`config.mk`:
```
export PLATFORM = sky130hd
export DESIGN_NAME = rtes_top
export DESIGN_NICKNAME = d
export VERILOG_FILES = /design/src/core/rtes_sync.v /design/src/core/rtes_top.v
export VERILOG_INCLUDE_DIRS = /design/src /design/src/core
export SDC_FILE = /design/constraint.sdc
export NUM_CORES = 1
export LEC_CHECK = 0
export BUFFER_PORTS_ARGS = -buffer_cell sky130_fd_sc_hd__buf_2
export CORE_MARGIN = 5
export CORE_UTILIZATION = 28
export CTS_CLUSTER_SIZE = 16
export DETAILED_ROUTE_END_ITERATION = 10
export GPL_ROUTABILITY_DRIVEN = 1
export SLEW_MARGIN = 0
export SYNTH_ARGS = -nofsm -noshare
export SYNTH_HDL_FRONTEND = slang
export SYNTH_SLANG_ARGS = --single-unit
```
`constraint.sdc`:
```
create_clock -name clk -period 2.7 [get_ports clk]
set_clock_uncertainty 0.15 [all_clocks]
set_input_delay 0.54 -clock clk [delete_from_list [all_inputs] [get_ports clk]]
set_output_delay 0.54 -clock clk [all_outputs]
set_load 0.02 [all_outputs]
```
`src/core/rtes_defines.vh`:
```
// constants for the rail two enable sequencing block
`ifndef RTES_DEFINES_VH
`define RTES_DEFINES_VH

// register offsets
`define RTES_ADDR_W             8
`define RTES_OFS_MASK_A         8'h0a
`define RTES_OFS_ENABLE_SEL     8'h0b
`define RTES_OFS_EDGE_DELAY     8'h0c

// reset values before the one-time defaults are taken
`define RTES_RST_MASK_A         8'h00
`define RTES_RST_ENABLE_SEL     8'hc0
`define RTES_RST_EDGE_DELAY     8'h00
`define RTES_RDATA_UNMAPPED     8'h00

// first control register fields
`define RTES_BIT_AUX_THREE      7
`define RTES_BIT_AUX_TWO        6
`define RTES_BIT_SW_A_ONE       5
`define RTES_BIT_CONV_SIX       4
`define RTES_BIT_CONV_FIVE      3
`define RTES_BIT_CONV_FOUR      2
`define RTES_BIT_CONV_THREE     1
`define RTES_BIT_CONV_ONE       0

// second control register fields
`define RTES_BIT_STEP_SIZE      5
`define RTES_SRC_HI             4
`define RTES_SRC_LO             2
`define RTES_BIT_SW_B_TWO       1
`define RTES_BIT_SW_B_ONE       0

// third control register fields
`define RTES_FALL_HI            5
`define RTES_FALL_LO            3
`define RTES_RISE_HI            2
`define RTES_RISE_LO            0

// enable source codes
`define RTES_SRC_PIN_FIRST      3'h0
`define RTES_SRC_PIN_SECOND     3'h1
`define RTES_SRC_PIN_FIFTH      3'h2
`define RTES_SRC_PIN_FOURTH     3'h3
`define RTES_SRC_PIN_THIRD      3'h4
`define RTES_SRC_THIRD_FOURTH   3'h5
`define RTES_SRC_PIN_SIXTH      3'h6
`define RTES_SRC_CONST_ONE      3'h7

// control pin indices in the pin vector
`define RTES_PIN_FIRST          0
`define RTES_PIN_SECOND         1
`define RTES_PIN_THIRD          2
`define RTES_PIN_FOURTH         3
`define RTES_PIN_FIFTH          4
`define RTES_PIN_SIXTH          5
`define RTES_NUM_PINS           6
`define RTES_NUM_GOOD           10

// delay codes and their lengths in ms
`define RTES_DLY_CODE_0         3'h0
`define RTES_DLY_CODE_1         3'h1
`define RTES_DLY_CODE_2         3'h2
`define RTES_DLY_CODE_3         3'h3
`define RTES_DLY_CODE_4         3'h4
`define RTES_DLY_CODE_5         3'h5
`define RTES_DLY_CODE_6         3'h6
`define RTES_DLY_MS_0           7'h00
`define RTES_DLY_MS_1           7'h02
`define RTES_DLY_MS_2           7'h04
`define RTES_DLY_MS_3           7'h08
`define RTES_DLY_MS_4           7'h10
`define RTES_DLY_MS_5           7'h18
`define RTES_DLY_MS_6           7'h20
`define RTES_DLY_MS_7           7'h40
`define RTES_MS_W               7

// timing: clock rate and one millisecond in cycles
`define RTES_CLK_HZ             250000000
`define RTES_MS_PER_S           1000
`define RTES_MS_CYCLES          (`RTES_CLK_HZ / `RTES_MS_PER_S)
`define RTES_PRESC_W            20

`endif

```
`src/core/rtes_sync.v`:
```
// two flip-flop synchroniser for a vector of asynchronous pins
`timescale 1ns/1ps
`default_nettype none

module rtes_sync #(
  parameter WIDTH = 16
) (
  // clock and reset
  input  wire             clk,
  input  wire             rst_n,
  // pins in, synchronised levels out
  input  wire [WIDTH-1:0] async_in,
  output wire [WIDTH-1:0] sync_out
);

  genvar i;
  generate
    for (i = 0; i < WIDTH; i = i + 1)
    begin : g_bit
      reg meta_q;
      reg stable_q;
      always @(posedge clk or negedge rst_n)
      begin
        if (!rst_n)
        begin
          meta_q   <= 1'b0;
          stable_q <= 1'b0;
        end
        else
        begin
          meta_q   <= async_in[i];
          stable_q <= meta_q;
        end
      end
      assign sync_out[i] = stable_q;
    end
  endgenerate

endmodule // rtes_sync

`default_nettype wire

```
`src/core/rtes_top.v`:
```
// enable sequencing for converter two: source select, good masking, edge delays
//
// Overview of operation
// [RULE1] first register bit 7 set masks aux regulator three good from enabling.
// [RULE2] first register bit 6 set masks aux regulator two good from enabling.
// [RULE3] first register bit 5 set masks load switch a one good.
// [RULE4] first register bit 4 set masks converter six good.
// [RULE5] first register bit 3 set masks converter five good.
// [RULE6] first register bit 2 set masks converter four good.
// [RULE7] first register bit 1 set masks converter three good.
// [RULE8] first register bit 0 set masks converter one good.
// [RULE9] second register bit 1 set masks switch b two with aux one good.
// [RULE10] second register bit 0 set masks load switch b one good.
// [RULE11] second register bit 5 picks step size: 0 is 10 mV, 1 is 25 mV.
// [RULE12] second register bits 4:2 pick which control pin enables the rail.
// [RULE13] source code 101 needs both third and fourth control pins high.
// [RULE14] source code 111 feeds constant one; no pin needed.
// [RULE15] third register bits 5:3 pick falling edge delay, none up to 64 ms.
// [RULE16] third register bits 2:0 pick rising edge delay, none up to 64 ms.
// [RULE17] host changes step size only through the factory programming flow; the code lets a register write to 8'h0b change bit 5.
// [RULE18] rail enables when source true and all unmasked goods true, after delay.
// [RULE19] reset values come from one-time defaults; bits 7:6 kept as storage.
// [RULE20] delay counted in ms ticks; the pending edge is dropped if the gated enable level goes back early.
`timescale 1ns/1ps
`default_nettype none
`include "rtes_defines.vh"

module rtes_top #(
  parameter MS_CYCLES = `RTES_MS_CYCLES
) (
  // clock and reset
  input  wire                     clk,
  input  wire                     rst_n,
  // register access port
  input  wire [`RTES_ADDR_W-1:0]  reg_addr,
  input  wire                     reg_wr,
  input  wire [7:0]               reg_wdata,
  input  wire                     reg_rd,
  output reg  [7:0]               reg_rdata_q,
  // one-time programmed defaults
  input  wire [7:0]               otp_mask_a,
  input  wire [7:0]               otp_enable_select,
  input  wire [7:0]               otp_edge_delay,
  // control pins, index 0 is control_pin_first
  input  wire [`RTES_NUM_PINS-1:0] control_pin,
  // power good of the other rails
  input  wire                     power_good_converter_one,
  input  wire                     power_good_converter_three,
  input  wire                     power_good_converter_four,
  input  wire                     power_good_converter_five,
  input  wire                     power_good_converter_six,
  input  wire                     power_good_load_switch_a_one,
  input  wire                     power_good_aux_regulator_two,
  input  wire                     power_good_aux_regulator_three,
  input  wire                     power_good_load_switch_b_one,
  input  wire                     power_good_switch_b_two_aux_reg_one,
  // rail control
  output reg                      converter_two_enable_q,
  output reg                      rail_two_step_size_q,
  output reg                      delay_pending_q
);

  localparam [1:0] ST_IDLE = 2'b01;
  localparam [1:0] ST_WAIT = 2'b10;
  localparam [`RTES_PRESC_W-1:0] PRESC_LAST = MS_CYCLES[`RTES_PRESC_W-1:0] - 1'b1;

  // configuration registers
  reg  [7:0] mask_a_q;
  reg  [7:0] enable_sel_q;
  reg  [7:0] edge_delay_q;
  reg        otp_load_q;

  // sequencing state
  reg  [1:0]               state_q;
  reg  [1:0]               state_d;
  reg                      target_q;
  reg                      target_d;
  reg                      enable_d;
  reg                      pending_d;
  reg  [`RTES_PRESC_W-1:0] presc_q;
  reg  [`RTES_PRESC_W-1:0] presc_d;
  reg  [`RTES_MS_W-1:0]    ms_cnt_q;
  reg  [`RTES_MS_W-1:0]    ms_cnt_d;

  // synchronised pins
  wire [`RTES_NUM_PINS-1:0] pin_s;
  wire [`RTES_NUM_GOOD-1:0] good_s;
  wire [`RTES_NUM_GOOD-1:0] good_raw;
  wire [`RTES_NUM_GOOD-1:0] good_mask;
  wire [`RTES_NUM_GOOD-1:0] good_ok;

  assign good_raw = {power_good_switch_b_two_aux_reg_one, power_good_load_switch_b_one,
                     power_good_aux_regulator_three, power_good_aux_regulator_two,
                     power_good_load_switch_a_one, power_good_converter_six,
                     power_good_converter_five, power_good_converter_four,
                     power_good_converter_three, power_good_converter_one};

  rtes_sync #(
    .WIDTH (`RTES_NUM_PINS + `RTES_NUM_GOOD)
  ) u_sync (
    .clk      (clk),
    .rst_n    (rst_n),
    .async_in ({good_raw, control_pin}),
    .sync_out ({good_s, pin_s})
  );

  // mask bits laid out in the same order as good_raw
  assign good_mask[0] = mask_a_q[`RTES_BIT_CONV_ONE];         // [RULE8]
  assign good_mask[1] = mask_a_q[`RTES_BIT_CONV_THREE];       // [RULE7]
  assign good_mask[2] = mask_a_q[`RTES_BIT_CONV_FOUR];        // [RULE6]
  assign good_mask[3] = mask_a_q[`RTES_BIT_CONV_FIVE];        // [RULE5]
  assign good_mask[4] = mask_a_q[`RTES_BIT_CONV_SIX];         // [RULE4]
  assign good_mask[5] = mask_a_q[`RTES_BIT_SW_A_ONE];         // [RULE3]
  assign good_mask[6] = mask_a_q[`RTES_BIT_AUX_TWO];          // [RULE2]
  assign good_mask[7] = mask_a_q[`RTES_BIT_AUX_THREE];        // [RULE1]
  assign good_mask[8] = enable_sel_q[`RTES_BIT_SW_B_ONE];     // [RULE10]
  assign good_mask[9] = enable_sel_q[`RTES_BIT_SW_B_TWO];     // [RULE9]

  // a masked good counts as true
  genvar g;
  generate
    for (g = 0; g < `RTES_NUM_GOOD; g = g + 1)
    begin : g_good
      assign good_ok[g] = good_mask[g] | good_s[g];
    end
  endgenerate

  // enable source multiplexer
  reg source_sel;
  always @*
  begin
    case (enable_sel_q[`RTES_SRC_HI:`RTES_SRC_LO])      // [RULE12]
      `RTES_SRC_PIN_FIRST:    source_sel = pin_s[`RTES_PIN_FIRST];
      `RTES_SRC_PIN_SECOND:   source_sel = pin_s[`RTES_PIN_SECOND];
      `RTES_SRC_PIN_FIFTH:    source_sel = pin_s[`RTES_PIN_FIFTH];
      `RTES_SRC_PIN_FOURTH:   source_sel = pin_s[`RTES_PIN_FOURTH];
      `RTES_SRC_PIN_THIRD:    source_sel = pin_s[`RTES_PIN_THIRD];
      `RTES_SRC_THIRD_FOURTH: source_sel = pin_s[`RTES_PIN_THIRD] & pin_s[`RTES_PIN_FOURTH]; // [RULE13]
      `RTES_SRC_PIN_SIXTH:    source_sel = pin_s[`RTES_PIN_SIXTH];
      `RTES_SRC_CONST_ONE:    source_sel = 1'b1;                                             // [RULE14]
      default:                source_sel = 1'b0;
    endcase
  end

  // gated enable request
  wire gated_en = source_sel & (&good_ok);                  // [RULE18]

  // delay code to milliseconds
  function [`RTES_MS_W-1:0] dly_ms;
    input [2:0] code;
    begin
      case (code)
        `RTES_DLY_CODE_0: dly_ms = `RTES_DLY_MS_0;
        `RTES_DLY_CODE_1: dly_ms = `RTES_DLY_MS_1;
        `RTES_DLY_CODE_2: dly_ms = `RTES_DLY_MS_2;
        `RTES_DLY_CODE_3: dly_ms = `RTES_DLY_MS_3;
        `RTES_DLY_CODE_4: dly_ms = `RTES_DLY_MS_4;
        `RTES_DLY_CODE_5: dly_ms = `RTES_DLY_MS_5;
        `RTES_DLY_CODE_6: dly_ms = `RTES_DLY_MS_6;
        default:          dly_ms = `RTES_DLY_MS_7;
      endcase
    end
  endfunction

  wire [`RTES_MS_W-1:0] rise_ms = dly_ms(edge_delay_q[`RTES_RISE_HI:`RTES_RISE_LO]);  // [RULE16]
  wire [`RTES_MS_W-1:0] fall_ms = dly_ms(edge_delay_q[`RTES_FALL_HI:`RTES_FALL_LO]);  // [RULE15]
  wire [`RTES_MS_W-1:0] new_ms  = gated_en ? rise_ms : fall_ms;
  wire [`RTES_MS_W-1:0] tgt_ms  = target_q ? rise_ms : fall_ms;
  wire                  ms_tick = (presc_q == PRESC_LAST);

  // sequencing state machine
  always @*
  begin
    state_d   = state_q;
    target_d  = target_q;
    enable_d  = converter_two_enable_q;
    presc_d   = presc_q;
    ms_cnt_d  = ms_cnt_q;
    pending_d = delay_pending_q;
    case (state_q)
      ST_IDLE:
      begin
        presc_d  = {`RTES_PRESC_W{1'b0}};
        ms_cnt_d = {`RTES_MS_W{1'b0}};
        if (gated_en != converter_two_enable_q)
        begin
          if (new_ms == `RTES_DLY_MS_0)
            enable_d = gated_en;                             // [RULE18]
          else
          begin
            state_d   = ST_WAIT;
            target_d  = gated_en;
            pending_d = 1'b1;
          end
        end
      end
      ST_WAIT:
      begin
        if (gated_en != target_q)
        begin
          // level went back before expiry: drop this edge
          state_d   = ST_IDLE;                               // [RULE20]
          pending_d = 1'b0;
          presc_d   = {`RTES_PRESC_W{1'b0}};
          ms_cnt_d  = {`RTES_MS_W{1'b0}};
        end
        else if (ms_tick)
        begin
          presc_d  = {`RTES_PRESC_W{1'b0}};
          ms_cnt_d = ms_cnt_q + 1'b1;                        // [RULE20]
          if (ms_cnt_q + 1'b1 >= tgt_ms)
          begin
            enable_d  = target_q;                            // [RULE18]
            state_d   = ST_IDLE;
            pending_d = 1'b0;
            ms_cnt_d  = {`RTES_MS_W{1'b0}};
          end
        end
        else
          presc_d = presc_q + 1'b1;
      end
      default:
      begin
        state_d   = ST_IDLE;
        pending_d = 1'b0;
      end
    endcase
  end

  always @(posedge clk or negedge rst_n)
  begin
    if (!rst_n)
    begin
      state_q                <= ST_IDLE;
      target_q               <= 1'b0;
      converter_two_enable_q <= 1'b0;
      delay_pending_q        <= 1'b0;
      presc_q                <= {`RTES_PRESC_W{1'b0}};
      ms_cnt_q               <= {`RTES_MS_W{1'b0}};
    end
    else
    begin
      state_q                <= state_d;
      target_q               <= target_d;
      converter_two_enable_q <= enable_d;
      delay_pending_q        <= pending_d;
      presc_q                <= presc_d;
      ms_cnt_q               <= ms_cnt_d;
    end
  end

  // configuration registers, loaded from defaults on the first edge after reset
  always @(posedge clk or negedge rst_n)
  begin
    if (!rst_n)
    begin
      mask_a_q     <= `RTES_RST_MASK_A;
      enable_sel_q <= `RTES_RST_ENABLE_SEL;
      edge_delay_q <= `RTES_RST_EDGE_DELAY;
      otp_load_q   <= 1'b1;
    end
    else if (otp_load_q)
    begin
      mask_a_q     <= otp_mask_a;                            // [RULE19]
      enable_sel_q <= otp_enable_select;                     // [RULE19]
      edge_delay_q <= otp_edge_delay;                        // [RULE19]
      otp_load_q   <= 1'b0;
    end
    else if (reg_wr)
    begin
      // full byte stored, reserved bits 7:6 included
      case (reg_addr)
        `RTES_OFS_MASK_A:     mask_a_q     <= reg_wdata;
        `RTES_OFS_ENABLE_SEL: enable_sel_q <= reg_wdata;     // [RULE19]
        `RTES_OFS_EDGE_DELAY: edge_delay_q <= reg_wdata;     // [RULE19]
        default:              mask_a_q     <= mask_a_q;
      endcase
    end
  end

  // read data and step size
  always @(posedge clk or negedge rst_n)
  begin
    if (!rst_n)
    begin
      reg_rdata_q          <= `RTES_RDATA_UNMAPPED;
      rail_two_step_size_q <= 1'b0;
    end
    else
    begin
      rail_two_step_size_q <= enable_sel_q[`RTES_BIT_STEP_SIZE];  // [RULE11]
      if (reg_rd)
      begin
        case (reg_addr)
          `RTES_OFS_MASK_A:     reg_rdata_q <= mask_a_q;
          `RTES_OFS_ENABLE_SEL: reg_rdata_q <= enable_sel_q;
          `RTES_OFS_EDGE_DELAY: reg_rdata_q <= edge_delay_q;
          default:              reg_rdata_q <= `RTES_RDATA_UNMAPPED;
        endcase
      end
    end
  end

endmodule // rtes_top

`default_nettype wire

```
==> results.py <==
metrics = {
    "outcome": {
        "status": "completed",
    },
    "setup_path": {
        "r2r_setup_slack_ns": 0.07,
        "critPathKind": "reg2reg",
        "critical_path_arrival_ns": 2.72,
        "r2r_end": "ms_cnt_q[1]$_DFFE_PN0P_",
        "r2r_cells": 7,
        "max_stage_delay_ns": 0.56,
        "r2r_start": "mask_a_q[0]$_DFFE_PN0P_",
        "cp.required_ns": 2.79,
        "crit_fanout": 7,
        "critical_path.slowest_cell": "or4_4",
        "critPathCaptureType": "register",
        "crit_chain": "o22ai_1 -> or4_4 -> a2111o_1 -> o21ai_4 -> a31oi_4 -> buf_4 -> mux2_4",
        "worst_setup_path_start_kind": "register",
    },
    "yosys": {
        "synthArstFlopShare": 1.00,
        "synthesis.area_sq_mm": 0.00466,
        "synth-edff-count": 0,
        "yosys.area.top_type": "dfrtp_1",
        "synth_warnings": 0,
        "yosysUniqueCellTypes": 61,
        "yosysSeqAreaShare": 0.522,
        "synth_top_cell_area_share": 0.499,
        "syn_avg_cell_area_sq_um": 10.7,
        "syn_nets": 504,
        "synth-main-ff-cell": "dfrtp_1",
        "synthCells": 434,
        "yosys-top-cells-area": "dfrtp_1 (50%), mux2i_1 (5.2%), nand2_1 (3.2%), o21ai_0 (3.1%), nor2_1 (2.9%)",
        "synth-seq-cells": 97,
    },
    "global_route": {
        "grt_pass1_wl_um": 18900,
        "grt_max_degree": 61,
        "first_global_vias": 3754,
        "antenna_found_initial": 0,
        "grt_use_total": 0.119,
        "overflow": 0,
    },
    "floorplanning": {
        "die_x_um": 139,
        "die_h_um": 139,
        "initial_core_util": 0.283,
        "dieArea_sq_mm": 0.0193,
        "core_sq_mm": 0.0165,
        "io_pins": 71,
        "fp-row-count": 47,
    },
    "routing": {
        "drt_drc_violations_left": 0,
        "drtIter0Drc": 284,
        "drtAntennaViolNets": 0,
        "wirelength_um": 11400,
        "avgViaCountPerCell": 4.84,
        "routedWlPerCell_um": 15.1,
        "vias": 3648,
        "drtPass1Iterations": 4,
    },
    "placed_design": {
        "place.port_buffers": 70,
        "place_congestion": 0.816,
        "pre_cts_ws_ns": -0.0816,
        "dpl.hpwl_um": 8410,
        "dpl.cell_count": 730,
    },
    "final_layout": {
        "final_common_cell": "dfrtp_1",
        "nNetsFinal": 599,
        "nFillCells": 1666,
        "fin_cells": 754,
        "drive_gt1_frac": 0.296,
        "layout_common_cells": "dfrtp_1 (91), buf_2 (69), nand2_1 (40)",
        "syn_to_final_growth_pct": 25.5,
        "final_util": 0.355,
        "diodes": 0,
    },
    "timing": {
        "hold-worst-slack_ns": 0.0154,
        "slew_viol_final": 0,
        "worst_slack_ns": 0.0690,
        "setup_viol": 0,
        "worstMarginPinSlew_ns": 0.718,
        "hold_violations": 0,
        "min_period_over_period": 0.974,
        "max_freq_mhz": 380,
        "post-route-min-period_ns": 2.63,
        "slew_headroom": 0.521,
    },
    "job": {
        "maxCapViolations": 0,
    },
    "cts": {
        "cts_buffers": 9,
        "clockRootBuffer": "clkbuf_16",
        "clock_latency_ns": 0.35,
        "clockBufferDepth": 2,
        "cts_tree": "built",
        "path_clk_slew_ns": 0.08,
        "cts_sinks": 97,
        "cts.htree.levels": 3,
    },
    "power": {
        "p_leak_nw": 2.65,
        "cellPowerDensity_mw_per_mm2": 689,
        "p_total_mw": 4.03,
        "vdd_drop_max_mv": 0.342,
    },
    "min_path": {
        "hold_class": "in2async",
    },
}
-- what timing repair did --
| item | CTS | global route |
|---|---|---|
| buffers inserted | 3 | 5 |
| resized for setup | 4 | 9 |
| endpoints found under the hold margin | 0 | 0 |
| endpoints found under the setup margin | 7 | 11 |
| hold buffers | 0 | 0 |
| pin swaps | 4 | 9 |
-- synthesized netlist by cell type, drive strengths merged, types with 2 or more instances --
cell type  number
mux2           14
buf             3
nor4            4
xnor2           8
nand4           6
nand3b          3
o31ai           3
nor3b           2
a21oi          15
nand2b          5
or4             4
clkbuf         18
dfrtp          93
dfstp           4
o211ai          3
nand3          17
inv            14
and3            2
nand2          40
a21boi          5
a22oi           8
xor2           14
nor3            5
o32a            2
ha             10
and3b           2
o22ai           7
nor2           36
or2             3
mux2i          24
a31oi           7
and2            4
o21ai          31
-- kinds of logic after synthesis --
logic type / share of synthesized area
mux: 0.0951
fa+ha+maj: 0.0269
flops: 0.522
other cells: 0.000805
buf+inv: 0.0301
simple gates: 0.148
compound gates: 0.136
xor+xnor: 0.0414
-- how the worst max path moves through the flow --
| stage | depth (start not counted) | endpoint | startpoint | slack, ns |
|---|---|---|---|---|
| after CTS | 10 | ms_cnt_q[3]$_DFFE_PN0P_ | ms_cnt_q[1]$_DFFE_PN0P_ | 0.002 |
| after global placement | 5 | ms_cnt_q[1]$_DFFE_PN0P_ | presc_q[11]$_DFFE_PN0P_ | 0.03 |
| after floorplan | 11 | ms_cnt_q[3]$_DFFE_PN0P_ | target_q$_DFFE_PN0P_ | 0.09 |
| after global routing | 7 | ms_cnt_q[1]$_DFFE_PN0P_ | mask_a_q[0]$_DFFE_PN0P_ | -0.02 |
| final | 7 | ms_cnt_q[1]$_DFFE_PN0P_ | mask_a_q[0]$_DFFE_PN0P_ | 0.07 |
| after detailed placement | 10 | ms_cnt_q[4]$_DFFE_PN0P_ | ms_cnt_q[1]$_DFFE_PN0P_ | -0.08 |
-- critical path, delay by kind of cell (launching register included) --
family          cells  cell delay, ns
flops               1            0.39
simple gates        1            0.56
compound gates      4            0.96
mux                 1            0.29
buf+inv             1            0.17
-- flip-flops by register name (all words and copies together), names as in the netlist --
name,flops
converter_two_enable_q,1
delay_pending_q,1
edge_delay_q,8
enable_sel_q,8
mask_a_q,8
ms_cnt_q,7
otp_load_q,1
presc_q,20
rail_two_step_size_q,1
reg_rdata_q,8
state_q,1
target_q,1
u_sync.g_bit.meta_q,16
u_sync.g_bit.stable_q,16
-- final cells by class --
class                   count  area [sq um]  share of cell area
clock buffers               9           225              0.0385
clock inverters             7          85.1              0.0146
inverters                  14          52.6             0.00899
flip-flops and latches     97          2430               0.416
repair buffers            105           653               0.112
well taps                 220           275              0.0471
multi-input cells         302          2120               0.363
-- power by group --
group          internal (mW)  switching, mW  total (mW)
Sequential              1.55         0.0750        1.63
Clock                  0.738          0.597        1.34
Combinational          0.493          0.574        1.07
Total                   2.78           1.25        4.03
-- per-stage QoR --
| stage | TNS (ns) | area, sq um |
|---|---|---|
| global placement | 0 | 5430 |
| floorplan | 0 | 4660 |
| global route | -0.0152 | 5850 |
| detailed placement | -0.332 | 5430 |
| finish | 0 | 5850 |
| CTS | 0 | 5780 |
-- layer usage --
layer,global-route usage,vias to the layer above,share of wire
met4,0.0427,0,0.020
met2,0.187,97,0.47
li1,-,1741,-
met1,0.161,1793,0.46
met5,0,-,0
met3,0.0303,17,0.046
No activity file was read; power rests on OpenSTA's default activity.
